[config.mk]
export PLATFORM = sky130hd
export DESIGN_NAME = reset_out_pin_select
export DESIGN_NICKNAME = d
export VERILOG_FILES = /design/src/include/reset_out_pkg.sv /design/src/hw/reset_in_sync.sv /design/src/hw/reset_out_pin_select.sv
export SDC_FILE = /design/constraint.sdc
export NUM_CORES = 1
export LEC_CHECK = 0
export ABC_AREA = 1
export CAP_MARGIN = 0
export CORE_AREA = 2 2 39 41
export DETAILED_ROUTE_END_ITERATION = 7
export DIE_AREA = 0 0 41 43
export DONT_BUFFER_PORTS = 1
export GPL_TIMING_DRIVEN = 0
export SLEW_MARGIN = 10
export SYNTH_ARGS = -nofsm -noshare
export SYNTH_HDL_FRONTEND = slang
export SYNTH_SLANG_ARGS = --single-unit
[constraint.sdc]
create_clock -name sys_clk -period 1.2 [get_ports sys_clk]
set_clock_uncertainty 0.2 [all_clocks]
set_input_delay 0.18 -clock sys_clk [delete_from_list [all_inputs] [get_ports sys_clk]]
set_output_delay 0.18 -clock sys_clk [all_outputs]
set_load 0.01 [all_outputs]
[src/include/reset_out_pkg.sv]
// Constants shared by the reset-out pin selection block
package reset_out_pkg;
  localparam logic RESET_OUT_ASSERTED = 1'b0;
  localparam logic RESET_OUT_NEGATED = 1'b1;
  localparam logic RESET_OUT_RST_VALUE = 1'b0;
  localparam int SYNC_STAGES = 2;
  localparam logic SYNC_RST_VALUE = 1'b0;
  localparam logic RESET_IN_IDLE = 1'b1;
endpackage : reset_out_pkg

[src/hw/reset_in_sync.sv]
// Synchroniser chain for the external reset input with stop-mode bypass
`timescale 1ns/1ns
module reset_in_sync #(
  parameter int STAGES = reset_out_pkg::SYNC_STAGES
) (
  // Clock and reset
  input wire logic sys_clk,
  input wire logic rstn,
  // Data
  input wire logic rawIn,
  input wire logic bypass,
  output logic syncOut
);
  logic [STAGES-1:0] chain_r;

  // Reset to the idle pin level so release shows no false request
  always_ff @(posedge sys_clk or negedge rstn) begin
    if (!rstn) begin
      chain_r <= {STAGES{reset_out_pkg::RESET_IN_IDLE}};
    end else begin
      chain_r <= {chain_r[STAGES-2:0], rawIn};
    end
  end

  assign syncOut = bypass ? rawIn : chain_r[STAGES-1];
endmodule : reset_in_sync

[src/hw/reset_out_pin_select.sv]
// Reset-out pin priority selection and reset-in input conditioning
`timescale 1ns/1ns
module reset_out_pin_select (
  // Clock and reset
  input wire logic sys_clk,
  input wire logic rstn,
  // Sources for the reset-out pin
  input wire logic sysResetActive,
  input wire logic forceResetOutBit,
  input wire logic showInterruptBit,
  input wire logic irqPending,
  // Reset-out pin
  output logic resetOutPin,
  output logic resetOutOeN,
  // Reset-in pin
  input wire logic resetInPin,
  input wire logic stopMode,
  output logic resetInSynced,
  // General pin input conditioning
  input wire logic gpioPinIn,
  input wire logic gpioMode,
  output logic gpioPinValue,
  // Boundary scan paths
  input wire logic scanMode,
  input wire logic resetOutPadIn,
  input wire logic scanResetInOut,
  input wire logic scanResetInOe,
  output logic scanResetOutIn,
  output logic resetInPadOut,
  output logic resetInPadOeN
);
  logic resetOut_nxt;
  logic resetOut_r;
  logic resetInSync;
  logic gpio1_r;
  logic gpio2_r;

  always_comb begin
    if (sysResetActive) begin
      resetOut_nxt = reset_out_pkg::RESET_OUT_ASSERTED;
    end else if (forceResetOutBit) begin
      resetOut_nxt = reset_out_pkg::RESET_OUT_ASSERTED;
    end else if (showInterruptBit) begin
      resetOut_nxt = irqPending ? reset_out_pkg::RESET_OUT_ASSERTED
                                : reset_out_pkg::RESET_OUT_NEGATED;
    end else begin
      resetOut_nxt = reset_out_pkg::RESET_OUT_NEGATED;
    end
  end

  always_ff @(posedge sys_clk or negedge rstn) begin
    if (!rstn) begin
      resetOut_r <= reset_out_pkg::RESET_OUT_RST_VALUE;
    end else begin
      resetOut_r <= resetOut_nxt;
    end
  end

  assign resetOutPin = resetOut_r;

  // Pin is always driven; the enable still comes from a flop
  always_ff @(posedge sys_clk or negedge rstn) begin
    if (!rstn) begin
      resetOutOeN <= 1'b0;
    end else begin
      resetOutOeN <= 1'b0;
    end
  end

  reset_in_sync #(.STAGES(reset_out_pkg::SYNC_STAGES)) u_reset_in_sync (
    .sys_clk(sys_clk),
    .rstn(rstn),
    .rawIn(resetInPin),
    .bypass(stopMode),
    .syncOut(resetInSync)
  );

  always_ff @(posedge sys_clk or negedge rstn) begin
    if (!rstn) begin
      gpio1_r <= reset_out_pkg::SYNC_RST_VALUE;
      gpio2_r <= reset_out_pkg::SYNC_RST_VALUE;
      gpioPinValue <= reset_out_pkg::SYNC_RST_VALUE;
      resetInSynced <= reset_out_pkg::RESET_OUT_NEGATED;
    end else begin
      gpio1_r <= gpioPinIn;
      gpio2_r <= gpio1_r;
      gpioPinValue <= gpioMode ? gpio2_r : gpioPinIn;
      resetInSynced <= resetInSync;
    end
  end

  always_ff @(posedge sys_clk or negedge rstn) begin
    if (!rstn) begin
      scanResetOutIn <= 1'b0;
      resetInPadOut <= 1'b0;
      resetInPadOeN <= 1'b1;
    end else begin
      scanResetOutIn <= scanMode ? resetOutPadIn : 1'b0;
      resetInPadOut <= scanMode ? scanResetInOut : 1'b0;
      resetInPadOeN <= !(scanMode && scanResetInOe);
    end
  end

  property p_reset_dominates;
    @(posedge sys_clk) disable iff (!rstn)
    sysResetActive |=> resetOutPin == 1'b0;
  endproperty
  a_reset_dominates: assert property (p_reset_dominates)
    else $error("reset-out not low during system reset");

  property p_force;
    @(posedge sys_clk) disable iff (!rstn)
    !sysResetActive && forceResetOutBit |=> resetOutPin == 1'b0;
  endproperty
  a_force: assert property (p_force)
    else $error("reset-out not low while forced");

  property p_show_int;
    @(posedge sys_clk) disable iff (!rstn)
    !sysResetActive && !forceResetOutBit && showInterruptBit
      |=> resetOutPin == !$past(irqPending);
  endproperty
  a_show_int: assert property (p_show_int)
    else $error("reset-out does not mirror interrupt");

  property p_negated;
    @(posedge sys_clk) disable iff (!rstn)
    !sysResetActive && !forceResetOutBit && !showInterruptBit
      |=> resetOutPin == 1'b1;
  endproperty
  a_negated: assert property (p_negated)
    else $error("reset-out not negated when idle");

  property p_sync_delay;
    @(posedge sys_clk) disable iff (!rstn)
    !stopMode [*3] |-> resetInSynced == $past(resetInPin, 3);
  endproperty
  a_sync_delay: assert property (p_sync_delay)
    else $error("reset-in synchroniser latency wrong");

  property p_gpio_sync;
    @(posedge sys_clk) disable iff (!rstn)
    gpioMode ##1 gpioMode ##1 gpioMode |=> gpioPinValue == $past(gpioPinIn, 3);
  endproperty
  a_gpio_sync: assert property (p_gpio_sync)
    else $error("gpio input not synchronised");

  property p_scan_only;
    @(posedge sys_clk) disable iff (!rstn)
    !scanMode |=> resetInPadOeN && !scanResetOutIn && !resetInPadOut;
  endproperty
  a_scan_only: assert property (p_scan_only)
    else $error("scan path active outside scan mode");

  property p_stable;
    @(posedge sys_clk) disable iff (!rstn)
    1'b1 |=> resetOutPin == !($past(sysResetActive) || $past(forceResetOutBit)
      || ($past(showInterruptBit) && $past(irqPending)));
  endproperty
  a_stable: assert property (p_stable)
    else $error("reset-out not the registered priority result");

  property p_force_over_show;
    @(posedge sys_clk) disable iff (!rstn)
    !sysResetActive && forceResetOutBit && showInterruptBit && !irqPending
      |=> resetOutPin == 1'b0;
  endproperty
  a_force_over_show: assert property (p_force_over_show)
    else $error("show-interrupt overrode the force bit");

  property p_show_idle;
    @(posedge sys_clk) disable iff (!rstn)
    !sysResetActive && !forceResetOutBit && showInterruptBit && !irqPending
      |=> resetOutPin == 1'b1;
  endproperty
  a_show_idle: assert property (p_show_idle)
    else $error("reset-out low with no interrupt pending");

  property p_irq_hidden;
    @(posedge sys_clk) disable iff (!rstn)
    !sysResetActive && !forceResetOutBit && !showInterruptBit && irqPending
      |=> resetOutPin == 1'b1;
  endproperty
  a_irq_hidden: assert property (p_irq_hidden)
    else $error("interrupt shown with show-interrupt clear");

  property p_stop_bypass;
    @(posedge sys_clk) disable iff (!rstn)
    stopMode |=> resetInSynced == $past(resetInPin);
  endproperty
  a_stop_bypass: assert property (p_stop_bypass)
    else $error("reset-in not passed straight in stop mode");

  property p_plain_input;
    @(posedge sys_clk) disable iff (!rstn)
    !gpioMode |=> gpioPinValue == $past(gpioPinIn);
  endproperty
  a_plain_input: assert property (p_plain_input)
    else $error("plain pin input not registered once");

  property p_scan_in;
    @(posedge sys_clk) disable iff (!rstn)
    scanMode |=> scanResetOutIn == $past(resetOutPadIn);
  endproperty
  a_scan_in: assert property (p_scan_in)
    else $error("reset-out pad input not passed in scan");

  property p_scan_out;
    @(posedge sys_clk) disable iff (!rstn)
    scanMode |=> resetInPadOut == $past(scanResetInOut);
  endproperty
  a_scan_out: assert property (p_scan_out)
    else $error("reset-in pad output not driven in scan");

  property p_scan_oe;
    @(posedge sys_clk) disable iff (!rstn)
    scanMode |=> resetInPadOeN == !$past(scanResetInOe);
  endproperty
  a_scan_oe: assert property (p_scan_oe)
    else $error("reset-in pad enable wrong in scan");
endmodule : reset_out_pin_select

==> results of run 1 <==
==> where the power goes <==
group          internal (mW)  switching, mW  total, mW  leakage [nW]
sequential             0.362         0.0126      0.375         0.116
clock                  0.115         0.0997      0.215        0.0138
combinational         0.0357         0.0224     0.0582         0.117
==> path summary, 6_finish.rpt <==
| path | slack [ps] | to |
|---|---|---|
| worst max-delay path | 20 | resetInSynced |
| worst min-delay path | 100 | gpioPinValue$_DFF_PN0_ |
| worst max register to register | 290 | resetInSynced$_DFF_PN1_ |
| worst min register to register | 150 | gpio2_r$_DFF_PN0_ |
| max in group asynchronous | 360 | resetInPadOeN$_DFF_PN1_ |
| min in group sys_clk | 150 | gpio2_r$_DFF_PN0_ |
==> synth_stat cells, drive strengths merged <==
library cell / count
buf: 1
inv: 5
o21ai: 2
nor2: 1
conb: 1
dfrtp: 6
nand2: 7
dfstp: 4
==> logic make-up after synthesis <==
group                  after synthesis  synth area share (%)
other                                1                  1.15
buffers and inverters                6                  8.08
DFF                                 10                  78.5
and+or+nand+nor                      8                  9.23
AOI/OAI and AO/OA                    2                  3.08
==> flip-flops by register name, summed over array words and instances (netlist names) <==
name and count:
u_reset_in_sync.chain_r 2, gpio1_r 1, gpio2_r 1, gpioPinValue 1, resetInPadOeN 1, resetInPadOut 1
resetInSynced 1, resetOutPin 1, scanResetOutIn 1
==> final cells by class <==
| class | instances | area, um2 |
|---|---|---|
| plain buffers | 1 | 7.51 |
| repair buffers | 13 | 130 |
| flip-flops and latches | 10 | 255 |
| multi-input cells | 11 | 43.8 |
| well taps | 16 | 20.0 |
| clock buffers | 3 | 22.5 |
| inverters | 5 | 18.8 |
| fillers | 143 | 886 |
==> per-stage QoR <==
stage	hold WS [ps]	worst slack (ps)	area (um2)	instances
2_1_floorplan	-316	300	325	27
3_3_place_gp	-315	290	345	43
3_5_place_dp	-315	291	345	43
4_1_cts	122	2.64	498	59
5_1_grt	140	-12.5	498	59
6_report	104	20.5	498	59
==> repair_timing <==
action / in CTS / in global routing
setup buffers: 0 / 0
hold buffers: 13 / 0
setup endpoints to repair: 0 / 2
endpoints found under the hold margin: 18 / 0
==> cells in the final DEF, fill, tap and decap left out <==
master / n
sky130_fd_sc_hd__buf_4: 1
sky130_fd_sc_hd__clkbuf_4: 3
sky130_fd_sc_hd__conb_1: 1
sky130_fd_sc_hd__dfrtp_1: 6
sky130_fd_sc_hd__dfstp_2: 4
sky130_fd_sc_hd__dlygate4sd3_1: 13
sky130_fd_sc_hd__inv_1: 5
sky130_fd_sc_hd__nand2_1: 7
sky130_fd_sc_hd__nor2_1: 1
sky130_fd_sc_hd__o21ai_1: 2
==> routing by layer <==
| metal | vias up | global-route usage (%) | routed length (um) |
|---|---|---|---|
| li1 | 107 | - | - |
| met1 | 103 | 6.33 | 211 |
| met2 | 16 | 14.4 | 331 |
| met3 | 0 | 7.85 | 60 |
| met4 | 0 | 2.00 | 0 |
| met5 | - | 0 | 0 |
==> reports/summary.log, run 1 <==
qor: layout.final_layout_size_suffix_gt1_share 18.6%
qor: clock_network.clock_path_buffers 2
qor: synthesis.synth_top_cells_by_area sky130_fd_sc_hd__dfrtp_1, sky130_fd_sc_hd__dfstp_2, sky130_fd_sc_hd__nand2_1
qor: grt.antenna_found_initial 0
qor: sta.rsz0062_at_grt yes
qor: power_and_ir_drop.vdd_drop_max 0.588 mV
qor: place.hpwl 373 um
qor: synthesis.cell_taking_the_most_area_after_synthesis sky130_fd_sc_hd__dfrtp_1
qor: synthesis.synth-seq-cells 10
qor: worst_setup_path.arrival 800 ps
qor: power_and_ir_drop.powerDensity 1300 nW/um2
qor: sta.final-max-slew-violation-count 0
qor: layout.syn_to_final_growth 53.1%
qor: clock_network.worst_setup_hold_path_clk_slew 60 ps
qor: grt.first_pass_grt_wire_length 938 um
qor: synthesis.syn_area_per_cell 12.0 um2
qor: grt.grt_max_degree 11
qor: worst_hold_path.hold_class in2async
qor: synthesis.ys.warnings.count 0
qor: die.fp.coreArea 1380 um2
qor: clock_network.cts_htree_levels 1
qor: die.initial_core_util 23.5%
qor: synthesis.synth_cell_types 8
qor: place.placement.io_buffers 0
qor: routing.dr_total_vias 226
qor: die.die_width 41 um
qor: clock_network.ctsRootBufferMaster sky130_fd_sc_hd__clkbuf_4
qor: routing.drtIter0Drc 0
qor: run_status.status completed
qor: layout.final_core_util 36.0%
qor: die.dieArea 1760 um2
qor: clock_network.numCtsBuffers 3
qor: synthesis.syn_inst 27
qor: sta.timing.final.setup_violations 0
qor: sta.period_share 98.3%
qor: clock_network.clk_latency 250 ps
qor: synthesis.synth.cell_area 325 um2
qor: sta.final-hold-violation-count 0
qor: worst_setup_path.critical_path.startpoint_type flip-flop
qor: place.gp_congestion 0.567
qor: routing.detailed_router_iteration_count_before_antenna_repair 1
qor: flow_run.drv.max_cap_violation_count 0
qor: sta.tns 0 ps
qor: grt.grt_remaining_overflow 0
qor: synthesis.ys_seq_area_share 78.5%
qor: grt.via_count_of_the_first_global_routing_pass 248
qor: worst_setup_path.worstSetupEndpointType primary output
qor: clock_network.cts.repair.resized 0
qor: die.row_count 14
qor: die.die_height 43 um
qor: synthesis.post-synth-top-area-fraction 46.2%
qor: power_and_ir_drop.power_leakage 0.247 nW
qor: worst_setup_path.timing.critical_path.required 820 ps
qor: routing.antenna_violating_nets_post_route 0
qor: layout.num_antenna_cells 0
qor: power_and_ir_drop.fin_total_pwr 648 uW
qor: routing.routedWlPerCell 10.2 um
qor: worst_setup_path.r2r_start u_reset_in_sync.chain_r[1]$_DFF_PN1_
qor: worst_setup_path.worst-r2r-cell-count 2
qor: sta.fmax 0.848 GHz
qor: synthesis.synth_fp_nets 41
qor: routing.average_via_count_per_standard_cell 3.83
qor: worst_setup_path.path_depth 0
qor: routing.drc 0
qor: layout.nNetsFinal 59
qor: die.num_io_pins 21
qor: clock_network.cts_tree done
qor: routing.totalWireLength 603 um
qor: worst_setup_path.critPathMaxFanout 1
qor: sta.period_minus_slack 1180 ps
qor: worst_setup_path.timing.critical_path.from resetInSynced$_DFF_PN1_
qor: clock_network.cts_num_sinks 10
qor: worst_setup_path.critical_path_class reg2out
qor: grt.grtUsageTotal 8.43%
No activity file was read; power rests on OpenSTA's default activity.
==> run 2: changes to the inputs <==
CORE_AREA = 5 5 42 44   (was 2 2 39 41)
DIE_AREA = 0 0 47 49   (was 0 0 41 43)
clock period = 1.18 ns   (was 1.2 ns; I/O delays follow)
==> reports/summary.log, run 2 (synthesis gave the netlist of run 1 again) <==
qor: die.die_width 47 um [+15%]
qor: layout.final_layout_size_suffix_gt1_share 20.5% [+1.8 points]
qor: worst_setup_path.regToRegEndpoint resetInSynced$_DFF_PN1_
qor: grt.first_pass_grt_wire_length 993 um [+5.9%]
qor: power_and_ir_drop.powerDensity 1450 nW/um2 [+11%]
qor: run_status.violations setup timing
qor: sta.period_share 100%
qor: sta.rsz0062_at_grt yes
qor: layout.layout.area.seq 255 um2 [unchanged]
qor: routing.detailed_router_iteration_count_before_antenna_repair 3 [+2]
qor: clock_network.ctsRootBufferMaster sky130_fd_sc_hd__clkbuf_4
qor: layout.nNetsFinal 59 [unchanged]
qor: clock_network.numCtsBuffers 3 [unchanged]
qor: layout.mostFrequentLayoutCells sky130_fd_sc_hd__dlygate4sd3_1, sky130_fd_sc_hd__nand2_1, sky130_fd_sc_hd__dfrtp_1, sky130_fd_sc_hd__inv_1, sky130_fd_sc_hd__dfstp_2
qor: worst_setup_path.r2r_start u_reset_in_sync.chain_r[1]$_DFF_PN1_
qor: flow_run.drv.max_cap_violation_count 0 [unchanged]
qor: routing.average_via_count_per_standard_cell 3.65 [-4.7%]
qor: layout.fillers 139 [-2.8%]
qor: grt.grt_remaining_overflow 0 [unchanged]
qor: layout.layout.cells.most_common sky130_fd_sc_hd__dlygate4sd3_1
qor: sta.final-max-slew-violation-count 0 [unchanged]
qor: worst_setup_path.critical_path_class reg2out
qor: layout.top_register u_reset_in_sync.chain_r
qor: worst_hold_path.hold_class in2async
qor: clock_network.clk_latency 260 ps [about the same]
qor: grt.antenna_found_initial 0 [unchanged]
qor: worst_setup_path.timing.critical_path.from resetInPadOeN$_DFF_PN1_
qor: clock_network.clock_path_buffers 2 [unchanged]
qor: place.hpwl 440 um [+18%]
qor: run_status.status complete, but fails checks
qor: routing.routedWlPerCell 10.1 um [-1.3%]
qor: layout.largest_register_ff_count 2 [unchanged]
qor: worst_setup_path.critPathMaxFanout 1 [unchanged]
qor: routing.totalWireLength 605 um [+0.33%]
qor: power_and_ir_drop.fin_total_pwr 741 uW [+14%]
qor: layout.design_area 512 um2 [+2.8%]
qor: die.num_io_pins 21 [unchanged]
qor: sta.final.hold.worst_slack 92.1 ps [-11.7 ps]
qor: sta.tns -6.02 ps [-6.02 ps]
qor: layout.combined_area_of_the_multi_input_logic_cells 43.8 um2 [unchanged]
qor: place.gp_congestion 0.537 [-5.3%]
qor: grt.via_count_of_the_first_global_routing_pass 231 [-6.9%]
qor: place.postPlaceCellArea 345 um2 [unchanged]
qor: worst_setup_path.critical_path.startpoint_type flip-flop
qor: power_and_ir_drop.power_leakage 0.255 nW [+2.9%]
qor: worst_setup_path.arrival 810 ps [about the same]
qor: die.initial_core_util 23.2% [-0.29 points]
qor: clock_network.post_cts_buffers 0 [unchanged]
qor: die.row_count 14 [unchanged]
qor: routing.drtIter0Drc 2 [+2]
qor: worst_setup_path.worst-r2r-setup-slack 260 ps [-30 ps]
qor: die.dieArea 2300 um2 [+31%]
qor: sta.final-hold-violation-count 0 [unchanged]
qor: worst_setup_path.worstSetupEndpointType primary output
qor: routing.antenna_violating_nets_post_route 0 [unchanged]
qor: sta.final.setup.worst_slack -4.27 ps [-24.8 ps]
qor: clock_network.cts_htree_levels 1 [unchanged]
qor: layout.syn_to_final_growth 57.3%
qor: sta.period_minus_slack 1180 ps
qor: sta.timing.final.setup_violations 2 [+2]
qor: die.die_height 49 um [+14%]
qor: clock_network.cts_tree done
qor: grt.grt_max_degree 11 [unchanged]
qor: grt.grtUsageTotal 6.41% [-2.0 points]
qor: routing.dr_total_vias 219 [-3.1%]
qor: worst_setup_path.worst-r2r-cell-count 2 [unchanged]
qor: place.placement.io_buffers 0 [unchanged]
qor: clock_network.cts_num_sinks 10 [unchanged]
qor: clock_network.worst_setup_hold_path_clk_slew 60 ps [about the same]
qor: routing.drc 0 [unchanged]
qor: worst_setup_path.timing.critical_path.required 800 ps [-20 ps]
qor: die.fp.coreArea 1400 um2 [+1.3%]
qor: layout.num_antenna_cells 0 [unchanged]
qor: power_and_ir_drop.vdd_drop_max 0.600 mV [+2.1%]
qor: sta.fmax 0.844 GHz
run 2: final cells by class:
class,instances,area share [%]
Sequential cell,10,49.9
Clock buffer,4,7.09
Inverter,5,3.67
Tap cell,16,3.91
Buffer,1,1.47
Timing Repair Buffer,13,25.4
Multi-Input combinational cell,11,8.56
run 2: worst register-to-register path, stage by stage, from the launching register on:
cell and delay, ps:
sky130_fd_sc_hd__dfstp_2 510, sky130_fd_sc_hd__inv_1 30, sky130_fd_sc_hd__o21ai_1 110
run 2: worst max path at each step:
stage                                         end  slack (ps)  cells past startpoint
after detailed placement  resetInSynced$_DFF_PN1_         270                      2
after floorplan                     resetInPadOeN         280                      0
after global routing                resetInPadOeN         -40                      0
after global placement              resetInPadOeN         270                      0
after CTS                           resetInPadOeN         -20                      0
final                               resetInPadOeN          -4                      0
run 2: routing by layer:
metal | up-vias | routed length, um | global-route usage, %
met5 | - | 0 | 0
met4 | 0 | 0 | 1.38
met3 | 0 | 115 | 8.12
met2 | 18 | 278 | 7.69
met1 | 92 | 211 | 7.05
li1 | 109 | - | -
run 2: what timing repair did:
action / CTS / global route
setup endpoints to repair: 2 / 2
resized for setup: 0 / 0
hold buffers: 13 / 0
endpoints found under the hold margin: 18 / 0
pin swaps: 0 / 0
run 2: where the power goes:
part	leakage, nW	internal [mW]	switching (mW)
Clock	0.0210	0.187	0.114
Combinational	0.117	0.0363	0.0225
Sequential	0.116	0.368	0.0128
run 2: per-stage QoR:
stage	instances	worst slack (ps)	util, %
after detailed placement	43	268	24.6
after global placement	43	271	24.6
after floorplan	27	283	-
final	60	-4.27	36.5
after CTS	60	-24.4	36.5
after global routing	60	-42.1	36.5
==> run 3: changes to the inputs <==
CELL_PAD_IN_SITES_DETAIL_PLACEMENT = 1   (was default)
CELL_PAD_IN_SITES_GLOBAL_PLACEMENT = 1   (was default)
PLACE_DENSITY_LB_ADDON = 0.1   (was default)
TNS_END_PERCENT = 1   (was default)
==> reports/summary.log, run 3 (synthesis gave the netlist of run 1 again) <==
qor: sta.final-hold-violation-count 0 [unchanged]
qor: place.placement.io_buffers 0 [unchanged]
qor: clock_network.cts_num_sinks 10 [unchanged]
qor: layout.largest_register_ff_count 2 [unchanged]
qor: worst_hold_path.hold_class in2async
qor: place.hpwl 499 um [+13%]
qor: sta.tns -7.79 ps [-1.77 ps]
qor: routing.drc 0 [unchanged]
qor: die.num_io_pins 21 [unchanged]
qor: layout.final_layout_size_suffix_gt1_share 20.5% [unchanged]
qor: clock_network.numCtsBuffers 3 [unchanged]
qor: worst_setup_path.r2r_start u_reset_in_sync.chain_r[1]$_DFF_PN1_
qor: sta.period_minus_slack 1190 ps [+3.52 ps]
qor: clock_network.post_cts_buffers 0 [unchanged]
qor: clock_network.ctsRootBufferMaster sky130_fd_sc_hd__clkbuf_4
qor: routing.totalWireLength 680 um [+12%]
qor: layout.nNetsFinal 59 [unchanged]
qor: worst_setup_path.worst-r2r-setup-slack 260 ps [about the same]
qor: worst_setup_path.timing.critical_path.from resetInPadOeN$_DFF_PN1_
qor: routing.average_via_count_per_standard_cell 3.97 [+8.7%]
qor: worst_setup_path.critical_path_class reg2out
qor: clock_network.worst_setup_hold_path_clk_slew 70 ps [about the same]
qor: sta.final.setup.worst_slack -7.79 ps [-3.52 ps]
qor: grt.grt_remaining_overflow 0 [unchanged]
qor: grt.first_pass_grt_wire_length 1.16 mm [+17%]
qor: run_status.violations setup timing
qor: die.row_count 14 [unchanged]
qor: worst_setup_path.worst-r2r-cell-count 2 [unchanged]
qor: layout.mostFrequentLayoutCells sky130_fd_sc_hd__dlygate4sd3_1, sky130_fd_sc_hd__nand2_1, sky130_fd_sc_hd__dfrtp_1, sky130_fd_sc_hd__inv_1, sky130_fd_sc_hd__dfstp_2
qor: grt.grtUsageTotal 7.60% [+1.2 points]
qor: sta.timing.final.setup_violations 1 [-1]
qor: die.die_height 49 um [unchanged]
qor: grt.via_count_of_the_first_global_routing_pass 266 [+15%]
qor: sta.final.hold.worst_slack 95.1 ps [+3.06 ps]
qor: layout.fillers 162 [+17%]
qor: power_and_ir_drop.vdd_drop_max 0.400 mV [-33%]
qor: worst_setup_path.critPathMaxFanout 1 [unchanged]
qor: place.gp_congestion 0.550 [+2.4%]
qor: worst_setup_path.critical_path.startpoint_type flip-flop
qor: grt.grt_max_degree 11 [unchanged]
qor: clock_network.cts.repair.resized 0 [unchanged]
qor: sta.final-max-slew-violation-count 0 [unchanged]
qor: grt.antenna_found_initial 0 [unchanged]
qor: routing.drtIter0Drc 0 [-2]
qor: routing.antenna_violating_nets_post_route 0 [unchanged]
qor: clock_network.cts_tree done
qor: die.initial_core_util 23.2% [unchanged]
qor: layout.num_antenna_cells 0 [unchanged]
qor: run_status.status complete, but fails checks
qor: sta.rsz0062_at_grt yes
qor: power_and_ir_drop.power_leakage 0.255 nW [unchanged]
qor: worst_setup_path.regToRegEndpoint resetInSynced$_DFF_PN1_
qor: routing.dr_total_vias 238 [+8.7%]
qor: clock_network.clk_latency 260 ps [about the same]
qor: die.die_width 47 um [unchanged]
qor: clock_network.clock_path_buffers 2 [unchanged]
qor: layout.syn_to_final_growth 57.3% [unchanged]
qor: sta.period_share 101% [+0.30 points]
qor: layout.top_register u_reset_in_sync.chain_r
qor: routing.routedWlPerCell 11.3 um [+12%]
qor: die.fp.coreArea 1400 um2 [unchanged]
qor: sta.fmax 0.842 GHz [-0.30%]
qor: worst_setup_path.setup_crit_end resetInPadOeN
qor: power_and_ir_drop.fin_total_pwr 742 uW [+0.12%]
qor: flow_run.drv.max_cap_violation_count 0 [unchanged]
qor: routing.detailed_router_iteration_count_before_antenna_repair 1 [-2]
qor: worst_setup_path.arrival 810 ps [about the same]
qor: clock_network.cts_htree_levels 1 [unchanged]
qor: worst_setup_path.timing.critical_path.required 800 ps [about the same]
qor: worst_setup_path.path_depth 0 [unchanged]
qor: layout.layout.cells.most_common sky130_fd_sc_hd__dlygate4sd3_1
qor: worst_setup_path.worstSetupEndpointType primary output
qor: die.dieArea 2300 um2 [unchanged]
qor: power_and_ir_drop.powerDensity 1450 nW/um2 [+0.12%]
[run 3: cell counts in the layout (fill, tap and decap cells not counted)]
Identical to the previous run, type by type.
[run 3: timing repair]
item / CTS / global route
hold endpoints to repair: 18 / 0
endpoints found under the setup margin: 2 / 2
hold buffers: 13 / 0
pin swaps: 0 / 0
[run 3: routing by layer]
metal  track usage (%)  part of all wire (%)  up-vias
met4              5.53                     0        0
met5                 0                     0        -
met2              12.2                    61       12
met3              4.43                   8.7        0
met1              6.55                    30      115
li1                  -                     -      111
[run 3: area by class of cell]
type	instances	area [um2]	share of cell area [%]
Buffer	1	7.51	1.47
Tap cell	16	20.0	3.91
Timing Repair Buffer	13	130	25.4
Multi-Input combinational cell	11	43.8	8.56
Sequential cell	10	255	49.9
Inverter	5	18.8	3.67
Clock buffer	4	36.3	7.09
[run 3: stage by stage]
stage               cell area [um2]  std cells  setup WS (ps)  utilization (%)
floorplan                       325         27            283                -
finish                          512         60          -7.79             36.5
detailed placement              345         43            264             24.6
CTS                             512         60          -30.2             36.5
global route                    512         60          -39.0             36.5
global placement                345         43            273             24.6
[run 3: worst min path at each step]
stage                     slack [ps]  cells past startpoint                        to  startpoint
final                            100                      1    gpioPinValue$_DFF_PN0_        rstn
after global placement          -320                      0    gpioPinValue$_DFF_PN0_        rstn
after CTS                        110                      1  scanResetOutIn$_DFF_PN0_        rstn
after detailed placement        -320                      0    gpioPinValue$_DFF_PN0_        rstn
after floorplan                 -320                      0         gpio1_r$_DFF_PN0_        rstn
after global routing             120                      1    gpioPinValue$_DFF_PN0_        rstn
[run 3: where the power goes]
group | internal (mW) | switching (mW)
sequential | 0.368 | 0.0130
combinational | 0.0363 | 0.0229
clock | 0.187 | 0.114
total | 0.592 | 0.150
